**config.mk**
```make
export PLATFORM = sky130hd
export DESIGN_NAME = rtcca_top
export DESIGN_NICKNAME = d
export VERILOG_FILES = /design/src/core/rtcca_pkg.sv /design/src/core/rtcca_link_if.sv /design/src/core/rtcca_top.sv /design/src/core/rtcca_timebase.sv /design/src/core/rtcca_match.sv
export VERILOG_INCLUDE_DIRS = /design/src /design/src/core
export SDC_FILE = /design/constraint.sdc
export NUM_CORES = 1
export LEC_CHECK = 0
export CAP_MARGIN = 20
export CORE_MARGIN = 1.5
export CORE_UTILIZATION = 57
export CTS_CLUSTER_SIZE = 10
export DETAILED_ROUTE_END_ITERATION = 7
export DONT_BUFFER_PORTS = 1
export GPL_ROUTABILITY_DRIVEN = 0
export PLACE_DENSITY = 0.72
export SYNTH_ARGS = -nofsm -noshare
export SYNTH_HDL_FRONTEND = slang
export SYNTH_SLANG_ARGS = --single-unit
export TNS_END_PERCENT = 5
```
**constraint.sdc**
```tcl
create_clock -name ref_clk_i -period 5.8 [get_ports ref_clk_i]
set_input_delay 0.58 -clock ref_clk_i [delete_from_list [all_inputs] [get_ports ref_clk_i]]
set_output_delay 0.58 -clock ref_clk_i [all_outputs]
set_load 0.02 [all_outputs]
```
**src/core/rtcca_cfg.svh**
```systemverilog
// offsets, field positions, reset values and timing counts of the rtc alarm block
`ifndef RTCCA_CFG_SVH
`define RTCCA_CFG_SVH
// register byte offsets
`define RC_OFF_CTRL 8'h00
`define RC_OFF_CAL 8'h04
`define RC_OFF_ALCFG 8'h08
`define RC_OFF_ALV_LO 8'h0c
`define RC_OFF_ALV_HI 8'h10
`define RC_OFF_PWIN 8'h14
`define RC_OFF_STAT 8'h18
`define RC_OFF_IMSK 8'h1c
`define RC_OFF_STATE 8'h20
// alarm config field positions
`define RC_AL_ON 15
`define RC_AL_ENDLESS 14
`define RC_AL_MASK_HI 13
`define RC_AL_MASK_LO 10
`define RC_AL_MASK_MAX 4'h9
// reset and wrap values
`define RC_PWIN_RST 8'hff
`define RC_RPT_WRAP 8'hff
// axi answers
`define RC_RESP_OK 2'h0
`define RC_RESP_ERR 2'h2
// timing
`define RC_CLK_HZ 25000000
`define RC_TICK_HZ 32768
`define RC_TICK_CYC (`RC_CLK_HZ / `RC_TICK_HZ)
`define RC_CAL_SHIFT 2
`define RC_SEC_LAST 6'h3b
`define RC_SYNC_FROM 15'h7fe0
`endif

```
**src/core/rtcca_pkg.sv**
```systemverilog
// state types of the rtc calibration and alarm block
package rtcca_pkg;
  // timebase state
  typedef struct packed {
    logic [9:0] div;
    logic tick;
    logic [14:0] sub;
    logic half;
    logic sec;
    logic [5:0] secs;
    logic [9:0] adj;
    logic neg;
    logic sync;
  } rtcca_tb_s;
  // alarm match state
  typedef struct packed {
    logic sec_d;
    logic half_d;
    logic ev;
  } rtcca_am_s;
  // top state: bus slave, registers, alarm and power control
  typedef struct packed {
    logic aw_have;
    logic [7:0] aw_addr;
    logic w_have;
    logic [31:0] w_data;
    logic [3:0] w_strb;
    logic awrdy;
    logic wrdy;
    logic bvalid;
    logic [1:0] bresp;
    logic arrdy;
    logic rvalid;
    logic [31:0] rdata;
    logic [1:0] rresp;
    logic unlock;
    logic run;
    logic pwc_en;
    logic pwc_pol;
    logic [7:0] cal;
    logic al_on;
    logic endless;
    logic [3:0] alarm_digit_mask;
    logic [7:0] rpt;
    logic [23:0] alv_lo;
    logic [23:0] alv_hi;
    logic [7:0] pwin;
    logic [1:0] stat;
    logic [1:0] imsk;
    logic pulse;
    logic irq;
    logic pwc_busy;
    logic [7:0] pwc_cnt;
    logic pwc_ctl;
    logic sample;
  } rtcca_top_s;
endpackage

```
**src/core/rtcca_link_if.sv**
```systemverilog
// signals shared by the top, the timebase and the alarm matcher
`timescale 1ns/1ps
interface rtcca_link_if;
  logic run;
  logic [7:0] cal;
  logic tick;
  logic sec_pulse;
  logic half_pulse;
  logic sync;
  logic [47:0] now;
  logic [47:0] alv;
  logic [3:0] alarm_digit_mask;
  logic ev;
  modport tb (input run, cal, output tick, sec_pulse, half_pulse, sync);
  modport am (input sec_pulse, half_pulse, now, alv, alarm_digit_mask, output ev);
  modport top (output run, cal, now, alv, alarm_digit_mask,
               input tick, sec_pulse, half_pulse, sync, ev);
endinterface

```
**src/core/rtcca_top.sv**
```systemverilog
// rtc calibration and alarm block with axi4-lite register slave
`timescale 1ns/1ps
`include "rtcca_cfg.svh"
module rtcca_top import rtcca_pkg::*; #(
  parameter int unsigned TICK_CYC = `RC_TICK_CYC
) (
  input wire logic ref_clk_i,
  input wire logic rst_n_i,
  input wire logic [7:0] s_axil_awaddr_i,
  input wire logic s_axil_awvalid_i,
  output logic s_axil_awready_o,
  input wire logic [31:0] s_axil_wdata_i,
  input wire logic [3:0] s_axil_wstrb_i,
  input wire logic s_axil_wvalid_i,
  output logic s_axil_wready_o,
  output logic [1:0] s_axil_bresp_o,
  output logic s_axil_bvalid_o,
  input wire logic s_axil_bready_i,
  input wire logic [7:0] s_axil_araddr_i,
  input wire logic s_axil_arvalid_i,
  output logic s_axil_arready_o,
  output logic [31:0] s_axil_rdata_o,
  output logic [1:0] s_axil_rresp_o,
  output logic s_axil_rvalid_o,
  input wire logic s_axil_rready_i,
  input wire logic [47:0] time_now_i,
  output logic irq_o,
  output logic alarm_pulse_o,
  output logic pwc_ctl_o,
  output logic pwc_sample_o
);
  localparam rtcca_top_s TOP_RST = '{pwin: `RC_PWIN_RST, pwc_pol: 1'b1, default: '0};

  rtcca_top_s st_ff;
  rtcca_top_s nxt_st;
  logic wr_do;
  logic [31:0] w_word;
  logic [1:0] stat_clr;
  logic [1:0] stat_set;
  logic al_ev;

  rtcca_link_if lnk ();

  ////////////////////////////////////////////////////////////////////////
  // helpers

  // register view, shared by reads and by byte-merged writes
  function automatic logic [31:0] reg_word(input rtcca_top_s s, input logic [7:0] a,
                                          input logic sync);
    case (a)
      `RC_OFF_CTRL: reg_word = {28'h0, s.pwc_pol, s.pwc_en, s.run, s.unlock};
      `RC_OFF_CAL: reg_word = {24'h0, s.cal};
      `RC_OFF_ALCFG: reg_word = {16'h0, s.al_on, s.endless, s.alarm_digit_mask, 2'h0, s.rpt};
      `RC_OFF_ALV_LO: reg_word = {8'h0, s.alv_lo};
      `RC_OFF_ALV_HI: reg_word = {8'h0, s.alv_hi};
      `RC_OFF_PWIN: reg_word = {24'h0, s.pwin};
      `RC_OFF_STAT: reg_word = {30'h0, s.stat};
      `RC_OFF_IMSK: reg_word = {30'h0, s.imsk};
      `RC_OFF_STATE: reg_word = {29'h0, s.pwc_busy, s.pulse, sync};
      default: reg_word = 32'h0;
    endcase
  endfunction

  function automatic logic addr_ok(input logic [7:0] a);
    addr_ok = a[1:0] == 2'h0 && a <= `RC_OFF_STATE;
  endfunction

  // byte lanes not strobed keep their old value
  function automatic logic [31:0] merge(input logic [31:0] o, input logic [31:0] d,
                                       input logic [3:0] be);
    for (int i = 0; i < 4; i++) begin
      merge[i*8 +: 8] = be[i] ? d[i*8 +: 8] : o[i*8 +: 8];
    end
  endfunction

  ////////////////////////////////////////////////////////////////////////
  // sub blocks
  rtcca_timebase #(
    .TICK_CYC(TICK_CYC)
  ) u_timebase (
    .ref_clk_i(ref_clk_i),
    .rst_n_i(rst_n_i),
    .lnk(lnk.tb)
  );

  rtcca_match u_match (
    .ref_clk_i(ref_clk_i),
    .rst_n_i(rst_n_i),
    .lnk(lnk.am)
  );

  // calendar digits come from same-clock logic, so no synchroniser
  assign lnk.run = st_ff.run;
  assign lnk.cal = st_ff.cal;
  assign lnk.now = time_now_i;
  assign lnk.alv = {st_ff.alv_hi, st_ff.alv_lo};
  assign lnk.alarm_digit_mask = st_ff.alarm_digit_mask;

  ////////////////////////////////////////////////////////////////////////
  // next state
  always_comb begin
    nxt_st = st_ff;
    nxt_st.sample = 1'b0;
    // write channels are taken independently, in either order
    if (s_axil_awvalid_i && st_ff.awrdy) begin
      nxt_st.aw_have = 1'b1;
      nxt_st.aw_addr = s_axil_awaddr_i;
    end
    if (s_axil_wvalid_i && st_ff.wrdy) begin
      nxt_st.w_have = 1'b1;
      nxt_st.w_data = s_axil_wdata_i;
      nxt_st.w_strb = s_axil_wstrb_i;
    end
    if (st_ff.bvalid && s_axil_bready_i) begin
      nxt_st.bvalid = 1'b0;
    end
    wr_do = st_ff.aw_have && st_ff.w_have && !st_ff.bvalid;
    w_word = merge(reg_word(st_ff, st_ff.aw_addr, lnk.sync), st_ff.w_data,
                   st_ff.w_strb);
    stat_clr = 2'h0;
    if (wr_do) begin
      nxt_st.aw_have = 1'b0;
      nxt_st.w_have = 1'b0;
      nxt_st.bvalid = 1'b1;
      nxt_st.bresp = addr_ok(st_ff.aw_addr) ? `RC_RESP_OK : `RC_RESP_ERR;
      case (st_ff.aw_addr)
        `RC_OFF_CTRL: begin
          nxt_st.unlock = w_word[0];
          nxt_st.run = w_word[1];
          nxt_st.pwc_en = w_word[2];
          nxt_st.pwc_pol = w_word[3];
        end
        `RC_OFF_CAL: nxt_st.cal = w_word[7:0];
        `RC_OFF_ALCFG: begin
          nxt_st.al_on = w_word[`RC_AL_ON];
          nxt_st.endless = w_word[`RC_AL_ENDLESS];
          nxt_st.alarm_digit_mask = w_word[`RC_AL_MASK_HI:`RC_AL_MASK_LO];
          nxt_st.rpt = w_word[7:0];
        end
        `RC_OFF_ALV_LO: nxt_st.alv_lo = w_word[23:0];
        `RC_OFF_ALV_HI: nxt_st.alv_hi = w_word[23:0];
        `RC_OFF_PWIN: begin
          if (st_ff.unlock) begin
            nxt_st.pwin = w_word[7:0];
          end
        end
        // write-one-to-clear; only lane 0 strobes count
        `RC_OFF_STAT: stat_clr = st_ff.w_data[1:0] & {2{st_ff.w_strb[0]}};
        `RC_OFF_IMSK: nxt_st.imsk = w_word[1:0];
        default: ;
      endcase
    end
    nxt_st.awrdy = !nxt_st.aw_have && !nxt_st.bvalid;
    nxt_st.wrdy = !nxt_st.w_have && !nxt_st.bvalid;
    // read: one at a time, answered the cycle after the address is taken
    if (st_ff.rvalid && s_axil_rready_i) begin
      nxt_st.rvalid = 1'b0;
    end
    if (s_axil_arvalid_i && st_ff.arrdy) begin
      nxt_st.rvalid = 1'b1;
      nxt_st.rdata = reg_word(st_ff, s_axil_araddr_i, lnk.sync);
      nxt_st.rresp = addr_ok(s_axil_araddr_i) ? `RC_RESP_OK : `RC_RESP_ERR;
    end
    nxt_st.arrdy = !nxt_st.rvalid;

    // alarm sequencing; an event overrides a same-cycle software write of al_on, and of rpt while repeats remain or endless is set
    al_ev = lnk.ev && st_ff.al_on;
    stat_set = 2'h0;
    if (al_ev) begin
      stat_set[0] = 1'b1;
      nxt_st.pulse = ~st_ff.pulse;
      if (st_ff.rpt != 8'h0) begin
        nxt_st.rpt = st_ff.rpt - 8'h1;
        nxt_st.al_on = 1'b1;
      end else if (st_ff.endless) begin
        nxt_st.rpt = `RC_RPT_WRAP;
        nxt_st.al_on = 1'b1;
      end else begin
        nxt_st.al_on = 1'b0;
      end
    end

    // power control: on at an alarm, stable after the window of ticks
    if (st_ff.pwc_busy) begin
      if (st_ff.pwc_cnt == st_ff.pwin) begin
        nxt_st.pwc_busy = 1'b0;
        nxt_st.sample = 1'b1;
        stat_set[1] = 1'b1;
      end else if (lnk.tick) begin
        nxt_st.pwc_cnt = st_ff.pwc_cnt + 8'h1;
      end
    end else if (al_ev && st_ff.pwc_en) begin
      // an alarm starts it only while idle, so endless repeat makes this periodic
      nxt_st.pwc_busy = 1'b1;
      nxt_st.pwc_cnt = 8'h0;
    end
    nxt_st.pwc_ctl = ~(nxt_st.pwc_busy ^ nxt_st.pwc_pol);

    // a new event beats a clear in the same cycle
    nxt_st.stat = (st_ff.stat & ~stat_clr) | stat_set;
    nxt_st.irq = |(nxt_st.stat & nxt_st.imsk);
  end

  always_ff @(posedge ref_clk_i or negedge rst_n_i) begin
    if (!rst_n_i) begin
      st_ff <= TOP_RST;
    end else begin
      st_ff <= nxt_st;
    end
  end

  ////////////////////////////////////////////////////////////////////////
  // outputs, all straight from the state register
  assign s_axil_awready_o = st_ff.awrdy;
  assign s_axil_wready_o = st_ff.wrdy;
  assign s_axil_bvalid_o = st_ff.bvalid;
  assign s_axil_bresp_o = st_ff.bresp;
  assign s_axil_arready_o = st_ff.arrdy;
  assign s_axil_rvalid_o = st_ff.rvalid;
  assign s_axil_rdata_o = st_ff.rdata;
  assign s_axil_rresp_o = st_ff.rresp;
  assign irq_o = st_ff.irq;
  assign alarm_pulse_o = st_ff.pulse;
  assign pwc_ctl_o = st_ff.pwc_ctl;
  assign pwc_sample_o = st_ff.sample;
endmodule // rtcca_top

```
**src/core/rtcca_timebase.sv**
```systemverilog
// rtc timebase: tick divider, subsecond count, per-minute calibration
`timescale 1ns/1ps
`include "rtcca_cfg.svh"
module rtcca_timebase import rtcca_pkg::*; #(
  parameter int unsigned TICK_CYC = `RC_TICK_CYC
) (
  input wire logic ref_clk_i,
  input wire logic rst_n_i,
  rtcca_link_if.tb lnk
);
  rtcca_tb_s st_ff;
  rtcca_tb_s nxt_st;
  logic [8:0] mag;
  logic [9:0] cal_pulses;

  ////////////////////////////////////////////////////////////////////////
  // next state
  always_comb begin
    nxt_st = st_ff;
    nxt_st.tick = 1'b0;
    // magnitude of the signed value, scaled by four
    mag = lnk.cal[7] ? (9'h100 - {1'b0, lnk.cal}) : {1'b0, lnk.cal};
    cal_pulses = {1'b0, mag} << `RC_CAL_SHIFT;
    if (!lnk.run) begin
      nxt_st.div = '0;
    end else if (st_ff.div == 10'(TICK_CYC - 1)) begin
      nxt_st.div = '0;
      nxt_st.tick = 1'b1;
    end else begin
      nxt_st.div = st_ff.div + 10'h1;
    end
    // a fast crystal loses pulses, a slow one gains them
    if (st_ff.tick) begin
      if (st_ff.adj != '0 && st_ff.neg) begin
        nxt_st.adj = st_ff.adj - 10'h1;
      end else if (st_ff.adj != '0) begin
        nxt_st.adj = st_ff.adj - 10'h1;
        nxt_st.sub = st_ff.sub + 15'h2;
      end else begin
        nxt_st.sub = st_ff.sub + 15'h1;
      end
    end
    // bit 14 flips at each half second; its fall is the second
    nxt_st.half = nxt_st.sub[14] != st_ff.sub[14];
    nxt_st.sec = st_ff.sub[14] & ~nxt_st.sub[14];
    if (nxt_st.sec) begin
      if (st_ff.secs == `RC_SEC_LAST) begin
        nxt_st.secs = '0;
        nxt_st.adj = cal_pulses;
        nxt_st.neg = lnk.cal[7];
      end else begin
        nxt_st.secs = st_ff.secs + 6'h1;
      end
    end
    nxt_st.sync = lnk.run && nxt_st.sub >= `RC_SYNC_FROM;
  end

  always_ff @(posedge ref_clk_i or negedge rst_n_i) begin
    if (!rst_n_i) begin
      st_ff <= '0;
    end else begin
      st_ff <= nxt_st;
    end
  end

  assign lnk.tick = st_ff.tick;
  assign lnk.sec_pulse = st_ff.sec;
  assign lnk.half_pulse = st_ff.half;
  assign lnk.sync = st_ff.sync;
endmodule // rtcca_timebase

```
**src/core/rtcca_match.sv**
```systemverilog
// alarm matcher: masked compare of calendar digits on each half/whole second
`timescale 1ns/1ps
`include "rtcca_cfg.svh"
module rtcca_match import rtcca_pkg::*; (
  input wire logic ref_clk_i,
  input wire logic rst_n_i,
  rtcca_link_if.am lnk
);
  rtcca_am_s st_ff;
  rtcca_am_s nxt_st;
  logic hit;

  // digit bytes are {wday, month, day, hour, minute, second}
  function automatic logic [47:0] digit_sel(input logic [3:0] m);
    case (m)
      4'h2: digit_sel = 48'h0000_0000_000f;
      4'h3: digit_sel = 48'h0000_0000_00ff;
      4'h4: digit_sel = 48'h0000_0000_0fff;
      4'h5: digit_sel = 48'h0000_0000_ffff;
      4'h6: digit_sel = 48'h0000_00ff_ffff;
      4'h7: digit_sel = 48'hff00_00ff_ffff;
      4'h8: digit_sel = 48'h0000_ffff_ffff;
      4'h9: digit_sel = 48'h00ff_ffff_ffff;
      default: digit_sel = 48'h0;
    endcase
  endfunction

  ////////////////////////////////////////////////////////////////////////
  // compare one cycle after the pulse, once the calendar has stepped
  always_comb begin
    nxt_st = st_ff;
    nxt_st.sec_d = lnk.sec_pulse;
    nxt_st.half_d = lnk.half_pulse;
    // yearly mode compares month and day exactly, so a leap-day alarm
    // only fires in years that have that date
    hit = ((lnk.now ^ lnk.alv) & digit_sel(lnk.alarm_digit_mask)) == 48'h0;
    nxt_st.ev = hit && lnk.alarm_digit_mask <= `RC_AL_MASK_MAX
      && (lnk.alarm_digit_mask == 4'h0 ? st_ff.half_d : st_ff.sec_d);
  end

  always_ff @(posedge ref_clk_i or negedge rst_n_i) begin
    if (!rst_n_i) begin
      st_ff <= '0;
    end else begin
      st_ff <= nxt_st;
    end
  end

  assign lnk.ev = st_ff.ev;
endmodule // rtcca_match

```
==> results of run 1 <==
worst max-delay path: stages, from the launching register on:
cell and delay, ps:
dfrtp_1 710, or3b_2 650, nor3_2 890, nand2_1 870
nand2_1 290, o21ai_0 130
routing by layer:
metal / vias up / track usage
met1: 4295 / 0.382
met3: 71 / 0.0669
met5: - / 0
li1: 4089 / -
met2: 393 / 0.423
met4: 0 / 0.0985
cells by family after synthesis:
logic type / count (synthesis) / synth area share
AND/OR/NAND/NOR: 397 / 0.167
AO/OA/AOI/OAI: 260 / 0.145
flip-flops: 216 / 0.464
buffers and inverters: 133 / 0.0581
XOR/XNOR: 95 / 0.0713
multiplexers: 87 / 0.0827
adder cells (fa/ha/maj): 11 / 0.0118
other: 1 / 0.000321
cell usage after synthesis (5+ instances only):
library cell	count
a211oi_1	5
a21o_1	6
a21oi_1	69
a221oi_1	15
a22o_1	5
a22oi_1	30
a31oi_1	6
and2_1	8
and3_1	5
buf_2	17
buf_4	38
clkbuf_1	36
dfrtp_1	207
dfstp_2	9
ha_1	11
inv_1	36
mux2_2	55
mux2i_1	29
nand2_1	161
nand2b_1	6
nand3_1	20
nand4_1	26
nor2_1	87
nor2b_1	7
nor3_1	21
nor3b_1	5
nor4_1	8
o21ai_0	61
o21ai_1	18
o22ai_1	6
or3_1	8
xnor2_1	79
xor2_1	16
what timing repair did:
action,4_1_cts,5_1_grt
hold buffers,1,0
endpoints found under the hold margin,216,0
resized for setup,0,0
cell usage in the layout (no fill, tap or decap), types with 7 or more instances in the layout:
cell type,instances
dfrtp_1,207
nand2_1,161
nor2_1,87
xnor2_1,79
a21oi_1,69
o21ai_0,61
mux2_2,55
inv_1,36
a22oi_1,30
mux2i_1,29
nand4_1,26
clkbuf_16,25
nand3_1,20
nor3_1,20
o21ai_1,18
xor2_1,16
a221oi_1,15
clkbuf_1,13
ha_1,11
conb_1,10
dfstp_2,9
and2_1,8
or3_1,8
nor2b_1,7
nor4_1,7
area by class of cell:
type | count | area share
Multi-Input combinational cell | 860 | 0.458
Sequential cell | 216 | 0.441
Clock buffer | 38 | 0.0548
Tap cell | 270 | 0.0275
Inverter | 36 | 0.0110
Timing Repair Buffer | 9 | 0.00855
sequential cells by signal, summed over array words and instances (netlist names), 2 cells and up:
name                  flops
lnk.cal                   8
lnk.alarm_digit_mask      4
s_axil_rdata_o           24
u_timebase.st_ff         42
lnk.alv                  48
u_match.st_ff             2
st_ff                    71
through the flow:
stage	hold WS, ps	power, µW	std cells	worst slack (ps)
after floorplan	284	2950	1209	2740
final	158	4630	1429	2060
after global routing	196	4860	1429	1910
after global placement	294	3200	1388	2310
after CTS	197	4640	1427	2160
after detailed placement	301	3240	1388	2240
report_power, final:
group | switching, µW | total [µW] | leakage (µW) | internal, µW
logic | 597 | 1090 | 0.00198 | 488
registers | 424 | 2190 | 0.00287 | 1770
clock network | 570 | 1360 | 0.000323 | 786
total | 1590 | 4630 | 0.00518 | 3040
worst max path at each step:
| stage | depth (start not counted) | end | slack [ps] |
|---|---|---|---|
| final | 5 | lnk.alv[20] | 2060 |
| after global routing | 5 | lnk.alv[20] | 1910 |
| after CTS | 5 | lnk.alv[20] | 2160 |
| after detailed placement | 4 | lnk.alv[7] | 2240 |
| after global placement | 5 | lnk.alv[17] | 2310 |
| after floorplan | 13 | u_timebase.st_ff[9] | 2740 |
==> impl_metrics.ini, run 1 <==
[floorplanning]
design.core.area_um2 = 20200
die_w_um = 146
initial_utilization = 0.579
rows = 52
floorplan.io_pins = 152
die_height_um = 146
design.die.area_um2 = 21400

[place]
dpl_cell_area_um2 = 11600
dpl.hpwl_um = 20400
port_buffers = 0

[route]
routed_wire_length_per_instance_um = 20.4
met3_wirelength_um = 2470
drcViolationCount = 0
avgViaCountPerCell = 6.19
detailroute.wirelength.met2_um = 13200
drt_pass1_iterations = 5
route.vias.total = 8848
metal1_wirelength_um = 12400
detail_route.iter0.violations = 765
postRouteAntennaNets = 0
postRouteWirelength_um = 29100
max_layer_used = met4

[sta]
timing.fmax_mhz = 267
rsz_0062_raised_after_global_routing = false
final_hold_viol_count = 0
max-slew-margin-rel = 0.254
final_min_period_over_clock_period = 0.645
final_max_slew_viol_count = 0
finalClockSkew_ps = 14.7
setup_viol = 0
tns_ps = 0
finalWorstPathRequiredPeriod_ps = 3740
tightest_slew_ps = 1100

[power]
total_leakage_power_uw = 0.00518
vdd_ir_drop_max_v = 0.000420
power.density_cell_area_nw_per_um2 = 377

[synth]
synth_largest_area_cell = dfrtp_1
syn_inst = 1200
synth.lib_cells_used.distinct = 79
ys_seq_area_frac = 0.464
synth_seq_cells = 216
async_reset_ff_frac = 1.00
post_synthesis_cell_area_um2 = 11700
synth_largest_type_area_fraction = 0.444
yosys_most_used_dff = dfrtp_1
synth_warnings = 0
syn_area_per_cell_um2 = 9.73
synth-edff-count = 0
synth_top_cells_by_area = dfrtp_1, xnor2_1, mux2_2

[global_routing]
grt_pass1_vias = 8521
grt_first_pass_wirelength_um = 46600
gr-usage-all-layers = 0.275
overflow_left_after_global_routing = 0
largest_net_degree_at_the_start_of_global_routing = 217
grt_antenna_before_repair = 1

[clock_network]
clock_insertion_delay_worst_skew_ps = 520
post-cts-setup-buffers = 0
cts_buffers = 25
clock_sink_count = 216
cts_max_level = 1
cts.clk_slew.worst_paths_ps = 50
tritoncts = yes
cts.root.buffer_cell = clkbuf_16
cts_max_path_buffers = 3

[critical_path]
criticalPathCategory = flop to flop
critical_path.endpoint_type = flop
r2r-start = st_ff[180]
rr_worst_depth = 5
path_max_fanout = 28
cp_data_arrival_time_ps = 4080
setup.worst_path.start_class = flop
critical_path.reg2reg.endpoint = lnk.alv[20]
startpoint = st_ff[180]
r2r_setup_slk_ps = 2060
cp_data_required_time_ps = 6140

[final_layout]
syn_to_final_growth_pct = 5.30
design.final.nets = 1266
multi_input_area_um2 = 5630
n_antenna_cell = 0
final_layout_size_suffix_gt1_frac = 0.111
fillerInstances = 1681
area_taken_by_flip_flops_and_latches_um2 = 5420
stdcell_area_um2 = 12300
fin_util = 0.610

[outcome]
run_status = completed

[min_path]
hold_class = input pin to async pin

[job]
cap_viol_max_count = 0
Power figures use the tool's default switching activity.
==> inputs of run 2 (changes only) <==
PLACE_DENSITY = 0.75   (was 0.72)
clock period = 3.2 ns   (was 5.8 ns; I/O delays follow)
==> run 2 against run 1 <==
Compared with the run above:
- the run now ends with negative hold slack left
- cell count is 3.8% higher
- clock-buffer cell count is 2 lower
- sequential share of layout area shrank 1.7 points
- maximum frequency increased by 27%
- critical endpoint is now u_timebase.st_ff[3]
- largest power group unchanged
==> impl_metrics.ini, run 2 (same netlist as run 1, synthesis figures left out) <==
[power]
total_leakage_power_uw = 0.00542
fin_total_pwr_uw = 8460
vdd_ir_drop_max_v = 0.000628
power.density_cell_area_nw_per_um2 = 662

[route]
route.vias.total = 9251
detailroute.wirelength.met2_um = 14500
metal1_wirelength_um = 12800
avgViaCountPerCell = 6.24
max_layer_used = met4
postRouteAntennaNets = 0
routed_wire_length_per_instance_um = 20.9
detail_route.iter0.violations = 796
drcViolationCount = 0
met3_wirelength_um = 2660
postRouteWirelength_um = 31000
drt_pass1_iterations = 7

[critical_path]
cp_data_arrival_time_ps = 3350
setup.worst_path.start_class = flop
critical_path.reg2reg.endpoint = u_timebase.st_ff[3]
criticalPathCategory = flop to flop
critical_path.endpoint_type = flop
startpoint = u_timebase.st_ff[2]
rr_worst_depth = 11
r2r-start = u_timebase.st_ff[2]
path_max_fanout = 5
cp_data_required_time_ps = 3600
r2r_setup_slk_ps = 250

[final_layout]
n_antenna_cell = 0
syn_to_final_growth_pct = 9.48
most_common_cell_after_layout_fill_and_taps_aside = dfrtp_1
most-common-layout-cells = dfrtp_1, nand2_1, nor2_1, xnor2_1, a21oi_1
largest_register_ffs = 71
design.final.nets = 1322
regMostFlops = st_ff
final_layout_size_suffix_gt1_frac = 0.121
stdcell_count = 1483

[sta]
timing.fmax_mhz = 339
final_max_slew_viol_count = 0
finalClockSkew_ps = 12.0
final_hold_viol_count = 216
final_min_period_over_clock_period = 0.922
finalWorstPathRequiredPeriod_ps = 2950
max-slew-margin-rel = 0.379
worst_hold_slack_ps = -482
tns_ps = 0
tightest_slew_ps = 926
setup_viol = 0
rsz_0062_raised_after_global_routing = false

[job]
cap_viol_max_count = 0

[global_routing]
largest_net_degree_at_the_start_of_global_routing = 217
overflow_left_after_global_routing = 0
grt_antenna_before_repair = 0
grt_pass1_vias = 9082
grt_first_pass_wirelength_um = 49600
gr-usage-all-layers = 0.292

[floorplanning]
die_height_um = 146
initial_utilization = 0.579
die_w_um = 146
rows = 52
design.core.area_um2 = 20200
floorplan.io_pins = 152
design.die.area_um2 = 21400

[clock_network]
tritoncts = yes
cts.clk_slew.worst_paths_ps = 50
cts.root.buffer_cell = clkbuf_16
cts_max_level = 1
cts_max_path_buffers = 3
clock_sink_count = 216
cts.hold.buffers_added = 39
clock_insertion_delay_worst_skew_ps = 520
cts_buffers = 25

[outcome]
violated_checks = negative hold slack
run_status = finished with violations

[place]
post-place-cells = 1408
port_buffers = 0
dpl.hpwl_um = 21100

[min_path]
hold_class = input pin to async pin
[run 2: changes by cell type in the layout (fill, tap and decap cells not counted), sizes merged]
cell,previous run,this run
clkbuf,38,36
buf,9,26
dlygate4sd3,0,39
[run 2: how the worst max path moves through the flow]
stage / to / slack (ps) / depth (start not counted)
after global routing: u_timebase.st_ff[11] / 30 / 12
after detailed placement: u_timebase.st_ff[3] / 140 / 11
after global placement: u_timebase.st_ff[11] / 300 / 12
final: u_timebase.st_ff[3] / 250 / 11
after CTS: u_timebase.st_ff[3] / 150 / 11
after floorplan: u_timebase.st_ff[9] / 140 / 13
[run 2: repair_timing]
item | in CTS | in global routing
endpoints found under the setup margin | 0 | 10
hold endpoints to repair | 256 | 216
setup buffers | 0 | 0
resized for setup | 0 | 2
[run 2: stage by stage]
stage	setup WS, ps	utilization	cell area [µm²]	hold slack, ps
after floorplan	136	-	11700	24.4
after global placement	296	0.581	11700	42.3
after detailed placement	139	0.581	11700	40.9
after CTS	145	0.633	12800	-503
after global routing	27.1	0.634	12800	-499
final	250	0.634	12800	-482
[run 2: metal layers]
metal / up-vias / GRT usage
met3: 87 / 0.0634
met2: 429 / 0.476
met5: - / 0
met1: 4529 / 0.393
met4: 0 / 0.0838
li1: 4206 / -
[run 2: power by group]
part	switching (µW)	total [µW]	leakage (µW)	internal, µW
Clock	1050	2460	0.000321	1420
Sequential	801	4000	0.00287	3200
Combinational	1050	2000	0.00223	947
[run 2: final cells by class]
| class | count | area [µm²] |
|---|---|---|
| Clock buffer | 36 | 667 |
| Fill cell | 1656 | 7390 |
| Inverter | 36 | 135 |
| Multi-Input combinational cell | 860 | 5640 |
| Sequential cell | 216 | 5420 |
| Tap cell | 270 | 338 |
| Timing Repair Buffer | 65 | 586 |
[run 2: critical path: stages, from the launching register on]
cell,delay (ps)
dfrtp_1,380
inv_1,90
ha_1,220
nor4b_4,350
and4_1,320
o211ai_1,190
nor3_1,290
xnor2_1,120
ha_1,270
and2_1,180
buf_4,150
a311oi_1,260
==> inputs of run 3 (changes only) <==
--- a/config.mk
+++ b/config.mk
@@ -10,4 +10,5 @@
 export CORE_MARGIN = 1.5
 export CORE_UTILIZATION = 57
+export CTS_BUF_LIST = sky130_fd_sc_hd__clkbuf_8
 export CTS_CLUSTER_SIZE = 10
 export DETAILED_ROUTE_END_ITERATION = 7
==> constraint.sdc (replaced) <==
create_clock -name ref_clk_i -period 3.2 [get_ports ref_clk_i]
set_input_delay 0.16 -clock ref_clk_i [delete_from_list [all_inputs] [get_ports ref_clk_i]]
set_output_delay 0.16 -clock ref_clk_i [all_outputs]
set_load 0.02 [all_outputs]
==> run 3 against run 2 <==
Compared with the run above:
- the flow still finishes with violations (negative hold slack)
- non-clock buffer count increased by 9
- final area increased by 1.5%
- cell count increased by 2.6%
- worst hold slack got worse by 170 ps
- power increased by 1.8%
- sequential power about the same
- utilization increased by 0.92 points
==> impl_metrics.ini, run 3 (same netlist as run 1, synthesis figures left out) <==
[outcome]
run_status = finished with violations
violated_checks = negative hold slack

[critical_path]
critical_path.endpoint_type = flop
criticalPathCategory = flop to flop
rr_worst_depth = 12
path_max_fanout = 4
critical_path.slowest_cell = o211ai_1
timing.critical_path.slowest_cell_delay_ps = 410
cp_data_required_time_ps = 3610
critical_path.cell_chain = inv_1 -> ha_1 -> nor4b_2 -> a311oi_1 -> o211ai_1 -> nor3_2 -> xnor2_1 -> ha_1 -> nand4_1 -> nor2_1 -> xnor2_1 -> nor2_1
cp_data_arrival_time_ps = 3230
setup.worst_path.start_class = flop

[sta]
final_hold_viol_count = 216
tns_ps = 0
final_min_period_over_clock_period = 0.881
setup_viol = 0
timing.fmax_mhz = 355
finalClockSkew_ps = 18.7
finalWorstPathRequiredPeriod_ps = 2820
rsz_0062_raised_after_global_routing = false
max-slew-margin-rel = 0.534
worst_hold_slack_ps = -656
tightest_slew_ps = 693
final_max_slew_viol_count = 0

[power]
clockPowerShare = 0.302
p_sw_frac = 0.346
net-switching-power_uw = 2980
total_leakage_power_uw = 0.00557
sequentialPowerShare = 0.460
fin_total_pwr_uw = 8610
power.density_cell_area_nw_per_um2 = 664
internal-power_uw = 5630
vdd_ir_drop_max_v = 0.000643
power.combinational.fraction = 0.238

[floorplanning]
die_w_um = 146
die_height_um = 146
floorplan.io_pins = 152
rows = 52
initial_utilization = 0.579
design.die.area_um2 = 21400
design.core.area_um2 = 20200

[final_layout]
final_layout_size_suffix_gt1_frac = 0.145
largest_register_ffs = 71
n_antenna_cell = 0
most-common-layout-cells = dfrtp_1, nand2_1, nor2_1, xnor2_1, a21oi_1
most_common_cell_after_layout_fill_and_taps_aside = dfrtp_1
fin_util = 0.643
design.final.nets = 1343
regMostFlops = st_ff
syn_to_final_growth_pct = 11.1

[global_routing]
gr-usage-all-layers = 0.292
grt_first_pass_wirelength_um = 49500
grt_pass1_vias = 9143
overflow_left_after_global_routing = 0
largest_net_degree_at_the_start_of_global_routing = 217
grt_antenna_before_repair = 0

[route]
postRouteWirelength_um = 31000
drcViolationCount = 0
routed_wire_length_per_instance_um = 20.4
route.vias.total = 9396
drt_pass1_iterations = 5
detail_route.iter0.violations = 1079
postRouteAntennaNets = 0
avgViaCountPerCell = 6.18

[min_path]
hold_class = input pin to async pin

[clock_network]
cts.clk_slew.worst_paths_ps = 60
cts_buffers = 37
cts.hold.buffers_added = 45
clock_insertion_delay_worst_skew_ps = 540
cts_max_level = 2
cts.root.buffer_cell = clkbuf_8
cts_max_path_buffers = 3
tritoncts = yes
post-cts-setup-buffers = 0
clock_sink_count = 216

[job]
cap_viol_max_count = 0

[place]
dpl.hpwl_um = 21100
port_buffers = 0
[run 3: changes by cell type in the layout (fill, tap and decap cells not counted), sizes merged]
cell,delta
clkbuf,+14
inv,+10
dlygate4sd3,+6
clkinv,+4
buf,+3
bufinv,+1
[run 3: final timing paths]
check	slack (ps)	from	to
worst max-delay path	380	u_timebase.st_ff[2]	u_timebase.st_ff[17]
worst min-delay path	-660	rst_n_i	s_axil_rdata_o[11]
worst max register to register	380	u_timebase.st_ff[2]	u_timebase.st_ff[17]
worst min register to register	350	u_timebase.lnk.half_pulse	u_match.st_ff[1]
max in group asynchronous	3490	rst_n_i	st_ff[17]
min in group ref_clk_i	30	s_axil_araddr_i[2]	s_axil_rdata_o[11]
[run 3: layer usage]
metal	vias to the layer above	wire (µm)	global-route usage
met5	-	0	0
met4	0	1110	0.122
met3	87	2980	0.0684
met2	486	14300	0.453
met1	4572	12600	0.395
li1	4251	-	-
[run 3: area by class of cell]
class,count,area [µm²]
Fill cell,1610,7200
Multi-Input combinational cell,860,5630
Sequential cell,216,5420
Clock buffer,50,688
Timing Repair Buffer,74,668
Tap cell,270,338
Inverter,36,135
Clock inverter,15,92.6
[run 3: repair_timing]
item,4_1_cts,5_1_grt
endpoints found under the setup margin,0,1
gates resized for setup,0,1
hold endpoints to repair,265,216
[run 3: worst max-delay path: cells and delay by family (launching register included)]
family	cells	cell delay [ps]
adder cells (fa/ha/maj)	2	480
buffers and inverters	1	90
AO/OA/AOI/OAI	2	610
flip-flops	1	380
AND/OR/NAND/NOR	5	790
XOR/XNOR	2	370
[run 3: power by group through the flow]
stage / combinational [µW] / clock, µW / sequential [µW]
floorplan: 1730 / 0 / 3620
global placement: 1900 / 0 / 3950
global route: 2230 / 2770 / 4020
finish: 2050 / 2600 / 3970
CTS: 2010 / 2650 / 3930
detailed placement: 1950 / 0 / 3970
[run 3: metrics by stage]
step	instance area [µm²]	cells	setup WS, ps	hold slack (ps)
global route	13000	1521	37.5	-667
CTS	13000	1521	320	-699
global placement	11700	1411	448	-127
detailed placement	11700	1411	341	-119
finish	13000	1521	382	-656
floorplan	11700	1209	136	-136
